`config.mk`:
```
export PLATFORM = sky130hd
export DESIGN_NAME = swc_sleep_wakeup_control
export DESIGN_NICKNAME = d
export VERILOG_FILES = /design/src/design/swc_pkg.sv /design/src/design/swc_sleep_wakeup_control.sv
export SDC_FILE = /design/constraint.sdc
export NUM_CORES = 1
export LEC_CHECK = 0
export BUFFER_PORTS_ARGS = -buffer_cell sky130_fd_sc_hd__buf_2
export CAP_MARGIN = 30
export CELL_PAD_IN_SITES_DETAIL_PLACEMENT = 1
export CELL_PAD_IN_SITES_GLOBAL_PLACEMENT = 2
export CORE_MARGIN = 5
export CORE_UTILIZATION = 30
export CTS_CLUSTER_SIZE = 12
export DETAILED_ROUTE_END_ITERATION = 10
export PLACE_DENSITY = 0.87
export SYNTH_ARGS = -nofsm -noshare
export SYNTH_HDL_FRONTEND = slang
export SYNTH_SLANG_ARGS = --single-unit
```
`constraint.sdc`:
```
create_clock -name core_clk -period 2.5 [get_ports core_clk]
set_input_delay 0.125 -clock core_clk [delete_from_list [all_inputs] [get_ports core_clk]]
set_output_delay 0.125 -clock core_clk [all_outputs]
set_load 0.02 [all_outputs]
```
`src/design/swc_pkg.sv`:
```
// Constants, register map and types for the sleep and wake-up controller.
// Assumes a 50 MHz core_clk and a 32-bit Avalon-MM slave port.
package swc_pkg;
   // Register byte offsets
   localparam logic [4:0] SWC_CTRL_OFS = 5'h00;
   localparam logic [4:0] SWC_STAT_OFS = 5'h04;
   localparam logic [4:0] SWC_IEN_OFS = 5'h08;
   localparam logic [4:0] SWC_IFLG_OFS = 5'h0c;
   localparam logic [4:0] SWC_WDTP_OFS = 5'h10;
   localparam logic [4:0] SWC_PC_OFS = 5'h14;
   // Control register fields
   localparam int SWC_CTRL_WDTEN = 0;
   localparam int SWC_CTRL_MODE = 1;
   localparam int SWC_CTRL_PSA = 3;
   localparam int SWC_CTRL_PS = 4;
   // Interrupt enable and flag fields
   localparam int SWC_INT_EXT = 0;
   localparam int SWC_INT_PIN = 1;
   localparam int SWC_INT_EE = 2;
   localparam int SWC_IEN_GIE = 3;
   // Reset values and interrupt vector
   localparam logic [6:0] SWC_CTRL_RST = 7'h00;
   localparam logic [3:0] SWC_IEN_RST = 4'h0;
   localparam logic [15:0] SWC_WDTP_RST = 16'h0100;
   localparam logic [12:0] SWC_PC_RST = 13'h0000;
   localparam logic [12:0] SWC_VECTOR = 13'h0004;
   // Oscillator start-up wait, in oscillator cycles
   localparam logic [10:0] SWC_OST_CYCLES = 11'd1024;
   // Clock output divides the oscillator by this figure
   localparam int SWC_CLKOUT_DIV = 4;
   localparam logic [0:0] SWC_CLKOUT_HALF = 1'(SWC_CLKOUT_DIV / 2 - 1);
   typedef enum logic [1:0] {
      SWC_MODE_RC,
      SWC_MODE_LP,
      SWC_MODE_XT,
      SWC_MODE_HS
   } swc_mode_e;
   typedef enum {
      SWC_AWAKE,
      SWC_SLEEP,
      SWC_OST_WAIT,
      SWC_RESUME
   } swc_state_e;
endpackage

```
`src/design/swc_sleep_wakeup_control.sv`:
```
// Sleep entry and wake-up control for a small 8-bit core, with a register port.
// Assumes the core pulses sleep_exec for one cycle with its current program address,
// and that event inputs other than pins come from logic on core_clk.
`timescale 1ns/10ps
`default_nettype none

// Operation
// - Sleep instruction enters power-down mode
// - Sleep clears watchdog, watchdog keeps running
// - Sleep clears power-down, sets timeout, stops clock
// - I/O pins hold their state in sleep
// - Watchdog reset never pulls master-clear low
// - Wake on master-clear, watchdog, enabled interrupts
// - Master-clear resets; watchdog, interrupt wake resumes
// - Power-down flag set at power-up, cleared by sleep
// - Watchdog wake clears timeout flag
// - Sleep prefetches instruction at next address
// - Interrupt wakes only if individually enabled
// - Interrupt wake ignores global enable
// - Global disabled: resume in line
// - Global enabled: prefetched instruction, then vector
// - Pending enabled flag wakes at once
// - Every wake-up clears the watchdog
// - Resistor-capacitor mode drives clock divided by four
// - Crystal modes wait 1024 cycles after wake, except on master-clear wake
// - Sleep clears prescaler when assigned to watchdog
module swc_sleep_wakeup_control (
   input wire logic core_clk,
   input wire logic rst_n,
   input wire logic [4:0] avs_address,
   input wire logic avs_read,
   input wire logic avs_write,
   input wire logic [31:0] avs_writedata,
   input wire logic [3:0] avs_byteenable,
   output logic [31:0] avs_readdata,
   output logic avs_waitrequest,
   input wire logic sleep_exec,
   input wire logic clear_watchdog_exec,
   input wire logic [12:0] core_pc,
   output logic core_run,
   output logic core_reset,
   output logic resume,
   output logic vector_req,
   output logic [12:0] vector_addr,
   output logic [12:0] prefetch_addr,
   output logic io_hold,
   input wire logic master_clear_pin_in,
   output logic master_clear_pin_out,
   output logic master_clear_pin_oe,
   input wire logic watchdog_osc_pin,
   input wire logic ext_int_pin,
   input wire logic pin_change_interrupt,
   input wire logic eeprom_write_done,
   output logic clock_output_pin
);
   import swc_pkg::*;

   swc_state_e state;
   logic [6:0] ctrl;
   logic [3:0] int_enable;
   logic [2:0] int_flag;
   logic [15:0] watchdog_period;
   logic [15:0] watchdog_timer;
   logic [7:0] prescaler;
   logic power_down_flag;
   logic timeout_flag;
   logic [10:0] ost_cnt;
   logic [0:0] clk_div;
   logic gie_at_wake;
   logic ack;
   logic [1:0] master_clear_pin_sync;
   logic [2:0] wdt_sync;
   logic [2:0] ext_sync;

   // Pins cross into core_clk through two flops before any logic looks at them
   always_ff @(posedge core_clk or negedge rst_n) begin
      if (!rst_n) begin
         master_clear_pin_sync <= 2'b11;
         wdt_sync <= 3'b000;
         ext_sync <= 3'b000;
      end else begin
         master_clear_pin_sync <= {master_clear_pin_sync[0], master_clear_pin_in};
         wdt_sync <= {wdt_sync[1:0], watchdog_osc_pin};
         ext_sync <= {ext_sync[1:0], ext_int_pin};
      end
   end

   logic master_clear_pin_low;
   logic wdt_edge;
   logic ext_edge;
   logic wdt_en;
   logic xtal_mode;
   logic pre_to_wdt;
   logic [7:0] pre_mask;
   logic wdt_tick;
   logic wdt_fire;
   logic enter_sleep;
   logic int_pending;
   logic wake_soft;
   logic [2:0] int_set;
   logic bus_wr;
   logic bus_rd;

   assign master_clear_pin_low = !master_clear_pin_sync[1];
   assign wdt_edge = wdt_sync[1] && !wdt_sync[2];
   assign ext_edge = ext_sync[1] && !ext_sync[2];
   assign wdt_en = ctrl[SWC_CTRL_WDTEN];
   assign xtal_mode = swc_mode_e'(ctrl[SWC_CTRL_MODE +: 2]) != SWC_MODE_RC;
   assign pre_to_wdt = ctrl[SWC_CTRL_PSA];
   assign pre_mask = 8'((9'h001 << ctrl[SWC_CTRL_PS +: 3]) - 9'h001);
   assign wdt_tick = wdt_edge && (!pre_to_wdt || ((prescaler & pre_mask) == pre_mask));
   assign wdt_fire = wdt_en && wdt_tick && (watchdog_timer >= watchdog_period);
   assign enter_sleep = sleep_exec && state == SWC_AWAKE && !master_clear_pin_low;
   assign int_set = {eeprom_write_done, pin_change_interrupt, ext_edge};
   // each source gated by its own enable
   // global enable plays no part here
   assign int_pending = |(int_flag & int_enable[2:0]);
   assign wake_soft = wdt_fire || int_pending;
   // Write commits at the edge where the master sees waitrequest low
   assign bus_wr = avs_write && ack;
   assign bus_rd = avs_read && !ack;

   // One wait cycle on every access keeps read data registered
   assign avs_waitrequest = (avs_read || avs_write) && !ack;

   always_ff @(posedge core_clk or negedge rst_n) begin
      if (!rst_n) begin
         ack <= 1'b0;
      end else begin
         ack <= (avs_read || avs_write) && !ack;
      end
   end

   always_ff @(posedge core_clk or negedge rst_n) begin
      if (!rst_n) begin
         avs_readdata <= 32'h0000_0000;
      end else if (bus_rd) begin
         if (avs_address == SWC_CTRL_OFS) begin
            avs_readdata <= {25'h0, ctrl};
         end else if (avs_address == SWC_STAT_OFS) begin
            avs_readdata <= {28'h0, state == SWC_OST_WAIT, state == SWC_SLEEP,
                             timeout_flag, power_down_flag};
         end else if (avs_address == SWC_IEN_OFS) begin
            avs_readdata <= {28'h0, int_enable};
         end else if (avs_address == SWC_IFLG_OFS) begin
            avs_readdata <= {29'h0, int_flag};
         end else if (avs_address == SWC_WDTP_OFS) begin
            avs_readdata <= {16'h0, watchdog_period};
         end else if (avs_address == SWC_PC_OFS) begin
            avs_readdata <= {19'h0, prefetch_addr};
         end else begin
            avs_readdata <= 32'h0000_0000;
         end
      end
   end

   always_ff @(posedge core_clk or negedge rst_n) begin
      if (!rst_n) begin
         ctrl <= SWC_CTRL_RST;
         int_enable <= SWC_IEN_RST;
         watchdog_period <= SWC_WDTP_RST;
      end else if (bus_wr) begin
         if (avs_address == SWC_CTRL_OFS && avs_byteenable[0]) begin
            ctrl <= avs_writedata[6:0];
         end else if (avs_address == SWC_IEN_OFS && avs_byteenable[0]) begin
            int_enable <= avs_writedata[3:0];
         end else if (avs_address == SWC_WDTP_OFS) begin
            if (avs_byteenable[0]) begin
               watchdog_period[7:0] <= avs_writedata[7:0];
            end
            if (avs_byteenable[1]) begin
               watchdog_period[15:8] <= avs_writedata[15:8];
            end
         end
      end
   end

   // Write one to clear; a new event in the same cycle keeps its flag
   always_ff @(posedge core_clk or negedge rst_n) begin
      if (!rst_n) begin
         int_flag <= 3'b000;
      end else if (bus_wr && avs_address == SWC_IFLG_OFS && avs_byteenable[0]) begin
         int_flag <= (int_flag & ~avs_writedata[2:0]) | int_set;
      end else begin
         int_flag <= int_flag | int_set;
      end
   end

   // Watchdog runs from its own oscillator edges, so it keeps counting in sleep
   always_ff @(posedge core_clk or negedge rst_n) begin
      if (!rst_n) begin
         watchdog_timer <= 16'h0000;
         prescaler <= 8'h00;
      end else if (enter_sleep || clear_watchdog_exec || master_clear_pin_low) begin
         watchdog_timer <= 16'h0000;
         // prescaler cleared only when it serves the watchdog
         if (pre_to_wdt) begin
            prescaler <= 8'h00;
         end
      end else if (wdt_fire || (state == SWC_SLEEP && int_pending)) begin
         watchdog_timer <= 16'h0000;
      end else begin
         if (wdt_edge && pre_to_wdt) begin
            prescaler <= prescaler + 8'h01;
         end
         if (wdt_tick && wdt_en) begin
            watchdog_timer <= watchdog_timer + 16'h0001;
         end
      end
   end

   always_ff @(posedge core_clk or negedge rst_n) begin
      if (!rst_n) begin
         power_down_flag <= 1'b1;
         timeout_flag <= 1'b1;
      end else if (enter_sleep) begin
         power_down_flag <= 1'b0;
         timeout_flag <= 1'b1;
      end else if (wdt_fire) begin
         timeout_flag <= 1'b0;
         if (state != SWC_SLEEP) begin
            power_down_flag <= 1'b1;
         end
      end else if (master_clear_pin_low && state == SWC_SLEEP) begin
         timeout_flag <= 1'b1;
      end
   end

   // next address latched as sleep executes
   always_ff @(posedge core_clk or negedge rst_n) begin
      if (!rst_n) begin
         prefetch_addr <= SWC_PC_RST;
      end else if (enter_sleep) begin
         prefetch_addr <= core_pc + 13'h0001;
      end
   end

   always_ff @(posedge core_clk or negedge rst_n) begin
      if (!rst_n) begin
         state <= SWC_AWAKE;
         ost_cnt <= 11'h000;
         gie_at_wake <= 1'b0;
      end else if (master_clear_pin_low) begin
         // master clear returns to awake from any state; registers keep their values
         state <= SWC_AWAKE;
         ost_cnt <= 11'h000;
      end else begin
         case (state)
            SWC_AWAKE: begin
               if (enter_sleep) begin
                  state <= SWC_SLEEP;
               end
            end
            SWC_SLEEP: begin
               // a flag already pending wakes on the first sleep cycle
               if (wake_soft) begin
                  gie_at_wake <= int_enable[SWC_IEN_GIE] && !wdt_fire;
                  ost_cnt <= 11'h000;
                  // crystal modes wait for the oscillator
                  state <= xtal_mode ? SWC_OST_WAIT : SWC_RESUME;
               end
            end
            SWC_OST_WAIT: begin
               ost_cnt <= ost_cnt + 11'h001;
               if (ost_cnt == SWC_OST_CYCLES - 11'h001) begin
                  state <= SWC_RESUME;
               end
            end
            SWC_RESUME: begin
               state <= SWC_AWAKE;
            end
            default: begin
               state <= SWC_AWAKE;
            end
         endcase
      end
   end

   // core stopped and its program address frozen while not awake
   assign core_run = state == SWC_AWAKE && !master_clear_pin_low;
   // outputs frozen until the state returns to awake
   assign io_hold = state != SWC_AWAKE;
   // pin is never driven, watchdog reset stays internal
   assign master_clear_pin_out = 1'b0;
   assign master_clear_pin_oe = 1'b0;

   always_ff @(posedge core_clk or negedge rst_n) begin
      if (!rst_n) begin
         core_reset <= 1'b1;
         resume <= 1'b0;
         vector_req <= 1'b0;
         vector_addr <= SWC_PC_RST;
      end else begin
         // master clear or waking-awake watchdog resets, sleep wakes resume
         core_reset <= master_clear_pin_low || (wdt_fire && state == SWC_AWAKE);
         resume <= state == SWC_RESUME;
         // no vector with global interrupts off
         vector_req <= state == SWC_RESUME && gie_at_wake;
         vector_addr <= SWC_VECTOR;
      end
   end

   // divide by four, only while the oscillator runs in RC mode
   always_ff @(posedge core_clk or negedge rst_n) begin
      if (!rst_n) begin
         clk_div <= 1'b0;
         clock_output_pin <= 1'b0;
      end else if (!xtal_mode && core_run) begin
         clk_div <= clk_div + 1'b1;
         if (clk_div == SWC_CLKOUT_HALF) begin
            clock_output_pin <= !clock_output_pin;
         end
      end else begin
         clk_div <= 1'b0;
         clock_output_pin <= 1'b0;
      end
   end

   a_sleep_stops_core: assert property (
      @(posedge core_clk) disable iff (!rst_n)
      enter_sleep |=> !core_run && io_hold && state == SWC_SLEEP)
      else $error("sleep did not stop the core");

   a_sleep_status_flags: assert property (
      @(posedge core_clk) disable iff (!rst_n)
      enter_sleep |=> !power_down_flag && timeout_flag)
      else $error("sleep entry flags wrong");

   a_sleep_clear_wdt: assert property (
      @(posedge core_clk) disable iff (!rst_n)
      enter_sleep |=> watchdog_timer == 16'h0000)
      else $error("watchdog not cleared on sleep");

   a_prefetch_next: assert property (
      @(posedge core_clk) disable iff (!rst_n)
      enter_sleep |=> prefetch_addr == $past(core_pc) + 13'h0001)
      else $error("prefetch address not pc plus one");

   a_master_clear_pin_not_driven: assert property (
      @(posedge core_clk) disable iff (!rst_n)
      wdt_fire |-> ##[0:2] !master_clear_pin_oe)
      else $error("master clear pin driven");

   a_wdt_wake_flag: assert property (
      @(posedge core_clk) disable iff (!rst_n)
      (state == SWC_SLEEP && wdt_fire && !master_clear_pin_low) |=> !timeout_flag && state != SWC_SLEEP)
      else $error("watchdog wake did not clear timeout flag");

   a_xtal_ost_wait: assert property (
      @(posedge core_clk) disable iff (!rst_n)
      (state == SWC_SLEEP && wake_soft && xtal_mode && !master_clear_pin_low)
      |=> (!core_run && !master_clear_pin_low) [*8] ##1 !resume)
      else $error("crystal wake did not wait");

   a_rc_no_wait: assert property (
      @(posedge core_clk) disable iff (!rst_n)
      (state == SWC_SLEEP && wake_soft && !xtal_mode && !master_clear_pin_low) ##1 !master_clear_pin_low
      |=> resume)
      else $error("rc wake was delayed");

   a_vector_gie: assert property (
      @(posedge core_clk) disable iff (!rst_n)
      resume |-> vector_req == gie_at_wake && vector_addr == SWC_VECTOR)
      else $error("vector request disagrees with global enable");

   a_no_enable_stays: assert property (
      @(posedge core_clk) disable iff (!rst_n)
      (state == SWC_SLEEP && !int_pending && !wdt_fire && !master_clear_pin_low) |=> state == SWC_SLEEP)
      else $error("woke without an enabled source");

   a_wake_clears_wdt: assert property (
      @(posedge core_clk) disable iff (!rst_n)
      (state == SWC_SLEEP && wake_soft) |=> watchdog_timer == 16'h0000)
      else $error("wake did not clear watchdog");

   a_clkout_period: assert property (
      @(posedge core_clk) disable iff (!rst_n)
      ($rose(clock_output_pin) && !xtal_mode && core_run) ##1 (!xtal_mode && core_run) [*3]
      |=> $rose(clock_output_pin) && !$past(clock_output_pin, 2))
      else $error("clock output not divided by four");
endmodule

`default_nettype wire

```
==> metrics.log, run 1 <==
INFO  metric number_of_cell_instances_on_the_worst_register_to_register_path = 10
INFO  metric layout-drive-gt1-share = 0.296
INFO  metric detail_route.vias_per_cell = 4.85
INFO  metric synth-seq-area-share = 0.471
INFO  metric clock_sink_count = ~110
INFO  metric port_buffers = 83
INFO  metric row_count = 51
INFO  metric power.share.sequential = 0.373
INFO  metric worstHoldPathCells = 3
INFO  metric drt.antenna.violating_nets = 0
INFO  metric crit_path_start_kind = register
INFO  metric post_drt_wl_per_cell = about 18 um
INFO  metric area_growth_from_synthesis_to_layout = 34.6%
INFO  metric netlist_area = ~6000 sq um
INFO  metric async_flop_share = 1.00
INFO  metric yosysUniqueCellTypes = 57
INFO  metric timing.final.max_slew_violations = 0
INFO  metric commonest_cells_after_routing_fill_and_taps_aside = dfrtp_1 (107), nand2_1 (84), buf_2 (82)
INFO  metric fin_crit_sh = 0.996
INFO  metric globalplace.congestion = 0.765
INFO  metric grt_setup_unrepaired = true
INFO  metric tightest_slew = 888 ps
INFO  metric drt_iter0_markers = 230
INFO  metric cts_max_level = 4
INFO  metric placed_cell_area = around 7000 sq um
INFO  metric tritoncts_buffers = 17
INFO  metric total_length_of_routed_wires = ~19000 um
INFO  metric run_status = completed
INFO  metric design.portCount = 132
INFO  metric timing.rr.end = ost_cnt[5]
INFO  metric initial_cell_density_of_the_core = 0.307
INFO  metric comb_power_share = 0.229
INFO  metric layout.cells.most_common = dfrtp_1
INFO  metric die_height = about 150 um
INFO  metric cts_max_path_buffers = 2
INFO  metric syn_inst = between 600 and 700
INFO  metric timing.critical_path.required = ~2800 ps
INFO  metric floorplan.core_area = just under 20000 sq um
INFO  metric ff2ff_setup_slack = just over 9 ps
INFO  metric crit-reg2reg-launch = watchdog_period[8]
INFO  metric powerDensity = approximately 760 nW/um^2
INFO  metric cts.root.buffer_cell = clkbuf_16
INFO  metric worst-path-max-fanout = 6
INFO  metric grt.overflow.total = 0
INFO  metric hold_end = watchdog_period[3]
INFO  metric clkTransAtPathRegs = around 60 ps
INFO  metric post_synth.cell_area_avg = just under 10 sq um
INFO  metric max_clock_freq = 0.401 GHz
INFO  metric routed-via-count = 5112
INFO  metric ys.flop_type = dfrtp_1
INFO  metric vdd_drop_max = 0.000366 V
INFO  metric crit_arrival = approximately 2800 ps
INFO  metric slew_headroom = 0.404
INFO  metric net_sw_power = between 1500 and 2000 uW
INFO  metric swShare = 0.312
INFO  metric number_of_enable_flip_flop_cells_after_synthesis = 0
INFO  metric synthesis.yosys.warnings = 0
INFO  metric clkPwrFrac = 0.398
INFO  metric power.static_leakage = 0.00379 uW
INFO  metric hp-class = in -> reg
INFO  metric post-route-util = 0.413
INFO  metric detailedRoute.firstPassIterationCount = 4
INFO  metric cts_tree = yes
INFO  metric number_of_antenna_violations_at_the_first_check_in_global_routing = 1
INFO  metric count_of_final_hold_check_violations = 0
INFO  metric design_area_final = 8100 sq um
INFO  metric endpoint_kind = register
INFO  metric number_of_design_rule_violations_left_after_detail_routing = 0
INFO  metric design.final.nets = around 860
INFO  metric design.die.area = roughly 23000 sq um
INFO  metric finalSetupViolCount = 0
INFO  metric yosys_register_bits = ~110
INFO  metric minimum_period_implied_by_the_final_worst_setup_slack = about 2500 ps
INFO  metric crit_path_kind = reg -> reg
INFO  metric global_route_wire_length_before_repair = 28900 um
INFO  metric internal_power = approximately 4200 uW
INFO  metric hpwlAfterDp = between 10000 and 15000 um
INFO  metric clock_latency = 410 ps
INFO  metric grt_pass1_vias = around 5.5k
INFO  metric fp.dieW = between 150 and 200 um
INFO  metric worst_hold_path_startpoint = avs_writedata[3]
INFO  metric cap_violations = 0
INFO  metric grt_max_degree = 57
INFO  metric global_route.usage.total = 0.160
INFO  metric finalClockSkew = ~9.2 ps
worst max-delay path by stage:
stage | slack (ps) | endpoint | cells after the start | start
after global placement | -110 | state[0] | 9 | watchdog_period[1]
after global routing | -100 | ost_cnt[7] | 10 | watchdog_period[8]
final | 9 | ost_cnt[5] | 10 | watchdog_period[8]
after detailed placement | -190 | state[0] | 9 | watchdog_period[1]
after CTS | -10 | prescaler[5] | 10 | watchdog_period[8]
after floorplan | 30 | ost_cnt[10] | 9 | watchdog_timer[1]
cell type report:
cell class | instances | area, sq um
flip-flops and latches | 113 | 2840
fillers | 2267 | 11500
well taps | 265 | 332
diodes | 1 | 2.50
multi-input cells | 459 | 3140
clock inverters | 7 | 110
clock buffers | 25 | 475
repair buffers | 159 | 1110
inverters | 25 | 93.8
layer usage:
| metal | track usage | vias to the layer above | wire length (um) |
|---|---|---|---|
| met3 | 0.0345 | 17 | 657 |
| li1 | - | 2425 | - |
| met1 | 0.205 | 2581 | 8410 |
| met2 | 0.273 | 89 | 9870 |
| met4 | 0.0445 | 0 | 262 |
| met5 | 0 | - | 0 |
stage by stage:
step	setup WS, ps	power, uW	TNS, ps	hold slack (ps)	cells
5_1_grt	-103	6460	-1020	11.5	1054
6_report	9.09	6130	0	15.0	1054
3_5_place_dp	-187	3560	-1520	234	991
3_3_place_gp	-112	3500	-624	232	991
2_1_floorplan	26.3	3020	0	-171	647
4_1_cts	-14.3	6070	-14.3	1.59	1046
power groups by stage:
stage / combinational [uW] / sequential, uW / clock (uW)
after floorplan: 626 / 2390 / 0
after global placement: 1210 / 2290 / 0
after detailed placement: 1250 / 2310 / 0
after CTS: 1300 / 2280 / 2480
after global routing: 1550 / 2310 / 2590
final: 1410 / 2280 / 2440
sequential cells by signal (all words and copies together) (netlist names), 2 cells and up:
name and cells:
watchdog_period 16, ctrl 7, state 2, int_enable 4, ost_cnt 11, master_clear_pin_sync 2, wdt_sync 3, avs_readdata 16
prescaler 7, ext_sync 3, watchdog_timer 16, int_flag 3, prefetch_addr 13
kinds of logic after synthesis:
kind of cell / count (synthesis) / share of synthesized area
simple gates: 221 / 0.178
compound gates: 119 / 0.130
flops: 113 / 0.471
buf+inv: 76 / 0.0678
mux: 34 / 0.0603
xor+xnor: 29 / 0.0422
fa+ha+maj: 24 / 0.0499
other cells: 2 / 0.00125
critical path, cell delays in order, from the launching register on:
cell and delay, ps:
dfstp_2 530, inv_1 70, ha_4 270, nand2_2 60, nor3_4 260, o311ai_4 140, nand3_4 180, buf_4 160
a211oi_4 80, or4b_1 520, a21oi_1 150
Yosys cell counts (all sizes together) (3+ instances only):
master / count / area share
mux2i: 16 / 0.027
o31ai: 17 / 0.021
a21oi: 17 / 0.014
nand2b: 8 / 0.0083
ha: 24 / 0.050
xor2: 14 / 0.020
o22ai: 4 / 0.0042
nor3: 15 / 0.012
and2: 8 / 0.0083
xnor2: 15 / 0.022
dfstp: 6 / 0.026
clkbuf: 18 / 0.011
mux2: 18 / 0.034
a31oi: 6 / 0.0062
and4: 3 / 0.0044
a21o: 3 / 0.0037
o21ai: 49 / 0.041
nand3: 17 / 0.016
nand4: 12 / 0.012
a22oi: 4 / 0.0050
nor2: 42 / 0.026
nand3b: 3 / 0.0037
dfrtp: 107 / 0.44
a211oi: 4 / 0.0079
nor4: 3 / 0.0031
nor2b: 3 / 0.0031
buf: 33 / 0.041
nand2: 87 / 0.054
inv: 25 / 0.016
and3: 10 / 0.010
or4: 3 / 0.0037
repair_timing:
action,4_1_cts,5_1_grt
hold endpoints to repair,73,0
pin swaps,4,17
setup buffers,2,6
hold buffers,20,0
resized for setup,6,39
cloned,1,1
endpoints found under the setup margin,16,36
Note: power is estimated with default switching activity, not from simulation.
==> inputs of run 2 (changes only) <==
ABC_AREA = 1   (was default)
CORE_UTILIZATION = 29   (was 30)
PLACE_DENSITY = 0.88   (was 0.87)
==> metrics.log, run 2 <==
INFO  metric run_status = completed
INFO  metric timing.final.max_slew_violations = 0
INFO  metric cts.root.buffer_cell = clkbuf_16
INFO  metric crit_path_start_kind = register
INFO  metric routed-via-count = around 5.6k
INFO  metric clock_sink_count = approximately 110
INFO  metric number_of_enable_flip_flop_cells_after_synthesis = 0
INFO  metric area_growth_from_synthesis_to_layout = 24.0%
INFO  metric cts_tree = yes
INFO  metric antenna_cells = 0
INFO  metric clock_latency = 420 ps
INFO  metric layout.cells.most_common = nand2_1
INFO  metric post-route-util = 0.364
INFO  metric internal_power = around 4200 uW
INFO  metric fp.dieW = 158 um
INFO  metric syn_inst = between 800 and 900
INFO  metric drt.antenna.violating_nets = 0
INFO  metric drt_iter0_markers = roughly 210
INFO  metric comb_power_share = 0.219
INFO  metric ff2ff_setup_slack = between 300 and 400 ps
INFO  metric clkPwrFrac = 0.415
INFO  metric dominant_cell_type_by_count_on_the_critical_path = nand2_1
INFO  metric total_length_of_routed_wires = approximately 19000 um
INFO  metric tritoncts_buffers = 17
INFO  metric powerDensity = just under 800 nW/um^2
INFO  metric synth_area_leaders = dfrtp_1 (42%), nand2_1 (12%), inv_1 (6.1%)
INFO  metric finalSetupTns = 0 ps
INFO  metric yosys_register_bits = approximately 110
INFO  metric yosys.cell_count.top_type = nand2_1
INFO  metric swShare = 0.322
INFO  metric endpoint_kind = register
INFO  metric global_route.usage.total = 0.162
INFO  metric cts_max_path_buffers = 2
INFO  metric post_synth.cell_area_avg = ~8 sq um
INFO  metric vdd_drop_max = 0.000434 V
INFO  metric floorplan.core_area = approximately 22000 sq um
INFO  metric synth_commonest_cells = nand2_1 (204), dfrtp_1 (107), inv_1 (104)
INFO  metric synth_top_area_cell = dfrtp_1
INFO  metric fin_crit_sh = 0.876
INFO  metric async_flop_share = 1.00
INFO  metric net_sw_power = about 2000 uW
INFO  metric ys.flop_type = dfrtp_1
INFO  metric detail_route.vias_per_cell = around 4.6
INFO  metric finalClockSkew = around 15 ps
INFO  metric grt_max_degree = 51
INFO  metric power.static_leakage = just over 0.004 uW
INFO  metric grt.overflow.total = 0
INFO  metric hp-class = in -> reg
INFO  metric crit-reg2reg-launch = watchdog_timer[11]
INFO  metric detailedRoute.firstPassIterationCount = 7
INFO  metric worst-path-max-fanout = 15
INFO  metric critical_path.max_stage_delay = between 400 and 500 ps
INFO  metric startpoint = watchdog_timer[11]
INFO  metric timing.rr.end = ost_cnt[8]
INFO  metric synth-seq-area-share = 0.446
INFO  metric tightest_slew = just over 700 ps
INFO  metric design.portCount = 132
INFO  metric post_drt_wl_per_cell = 15.7 um
INFO  metric timing.critical_path.required = 2850 ps
INFO  metric critical-path-slowest-cell = dfrtp_1
INFO  metric number_of_design_rule_violations_left_after_detail_routing = 0
INFO  metric synthDominantCellAreaShare = 0.421
INFO  metric design.final.nets = a little over 1k
INFO  metric setup.worst_path.end = ost_cnt[8]
INFO  metric count_of_final_hold_check_violations = 0
INFO  metric layout-drive-gt1-share = 0.176
INFO  metric grt_setup_unrepaired = false
INFO  metric number_of_cell_instances_on_the_worst_register_to_register_path = 14
INFO  metric crit_arrival = ~2500 ps
INFO  metric largest_registers = avs_readdata (16), watchdog_period (16), watchdog_timer (16)
INFO  metric synthesis.yosys.warnings = 0
INFO  metric cp_top_family = simple AND/OR/NAND/NOR gates
INFO  metric critical_path.n_buffers_inverters = 2
INFO  metric commonest_cells_after_routing_fill_and_taps_aside = nand2_1 (204), dfrtp_1 (107), inv_1 (104)
INFO  metric row_count = 54
INFO  metric global_route_wire_length_before_repair = around 32000 um
INFO  metric cap_violations = 0
INFO  metric crit_path_kind = reg -> reg
INFO  metric netlist_area = about 6400 sq um
INFO  metric power.share.sequential = 0.366
INFO  metric critical_path_depth = 14
INFO  metric crit_path_cell_trace = ha_1 > nand2_1 > inv_1 > nand2_1 > nand2_1 > nand2_1 > nand3_1 > inv_1 > nand2_1 > nand2_2 > nand3_4 > nand2_2 > nand2_1 > nand2_1
INFO  metric max_clock_freq = approximately 0.46 GHz
INFO  metric cts_max_level = 4
INFO  metric globalplace.congestion = between 0.8 and 0.9
INFO  metric slew_headroom = 0.521
INFO  metric finalSetupViolCount = 0
INFO  metric die_height = ~160 um
INFO  metric design.die.area = roughly 25000 sq um
INFO  metric number_of_antenna_violations_at_the_first_check_in_global_routing = 0
INFO  metric minimum_period_implied_by_the_final_worst_setup_slack = between 2000 and 2500 ps
INFO  metric fillers = 2645
INFO  metric worstHoldPathCells = 3
INFO  metric hpwlAfterDp = ~15000 um
INFO  metric yosysUniqueCellTypes = 51
INFO  metric initial_cell_density_of_the_core = 0.293
INFO  metric clkTransAtPathRegs = roughly 60 ps
INFO  metric port_buffers = 83
INFO  metric grt_pass1_vias = 5969
==> run 2: changes by cell type after synthesis, moves of 14 or more <==
cell     delta
mux2_2     -16
nand3_1    +32
mux2i_1    -16
nor2_1     +33
o31ai_1    -14
inv_1      +79
nand2_1   +117
==> run 2: final cells by class <==
| class | instances | area, sq um | share of cell area |
|---|---|---|---|
| multi-input cells | 566 | 2920 | 0.371 |
| flip-flops and latches | 113 | 2840 | 0.360 |
| repair buffers | 120 | 753 | 0.0955 |
| clock buffers | 20 | 457 | 0.0579 |
| inverters | 108 | 405 | 0.0514 |
| well taps | 280 | 350 | 0.0444 |
| clock inverters | 11 | 161 | 0.0205 |
==> run 2: worst min-delay path by stage <==
stage                                 from                  to  slack, ps
after floorplan                      rst_n                 ack       -170
after CTS                 avs_writedata[3]  watchdog_period[3]        0.4
after global placement               rst_n        prescaler[2]        220
after global routing             avs_write                 ack          9
after detailed placement             rst_n        prescaler[3]        230
final                     avs_writedata[3]  watchdog_period[3]         10
==> run 2: kinds of logic (layout without fill, tap and decap cells) <==
group | count (synthesis) | after routing | share of synthesized area
AND/OR/NAND/NOR | 385 | 385 | 0.269
adder cells (fa/ha/maj) | 24 | 24 | 0.0472
other | 2 | 31 | 0.00118
flip-flops | 113 | 113 | 0.446
AO/OA/AOI/OAI | 102 | 102 | 0.0907
buffers and inverters | 153 | 259 | 0.112
XOR/XNOR | 22 | 22 | 0.0303
multiplexers | 2 | 2 | 0.00354
==> run 2: tightest hold or removal path: stages <==
cell and delay (ps):
buf_2 130, nand2_1 60, o21ai_0 70
==> run 2: power groups by stage <==
stage	logic [uW]	clock network, uW	registers, uW
after floorplan	743	0	2410
after global placement	1320	0	2290
after detailed placement	1350	0	2300
after CTS	1390	2630	2270
after global routing	1520	2710	2310
final	1360	2570	2270
==> run 2: stage by stage <==
step	cells	instance area [sq um]	hold slack (ps)	worst slack [ps]	power, uW
2_1_floorplan	832	6470	-171	720	3150
3_3_place_gp	1164	7040	222	348	3620
3_5_place_dp	1164	7040	229	317	3650
4_1_cts	1218	7880	0.400	283	6290
5_1_grt	1218	7880	8.88	35.8	6540
6_report	1218	7880	14.4	311	6200
==> run 2: what timing repair did <==
action / 4_1_cts / 5_1_grt
resized for setup: 0 / 0
setup buffers: 0 / 0
endpoints found under the hold margin: 68 / 0
hold buffers: 23 / 0
==> run 2: per-layer routing <==
metal  share of wire  vias up  wire [um]  track usage
met2            0.50       90       9550        0.274
met4           0.015        0        292       0.0512
met5               0        -          0            0
li1                -     2758          -            -
met3           0.026       20        490       0.0320
met1            0.46     2759       8790        0.208
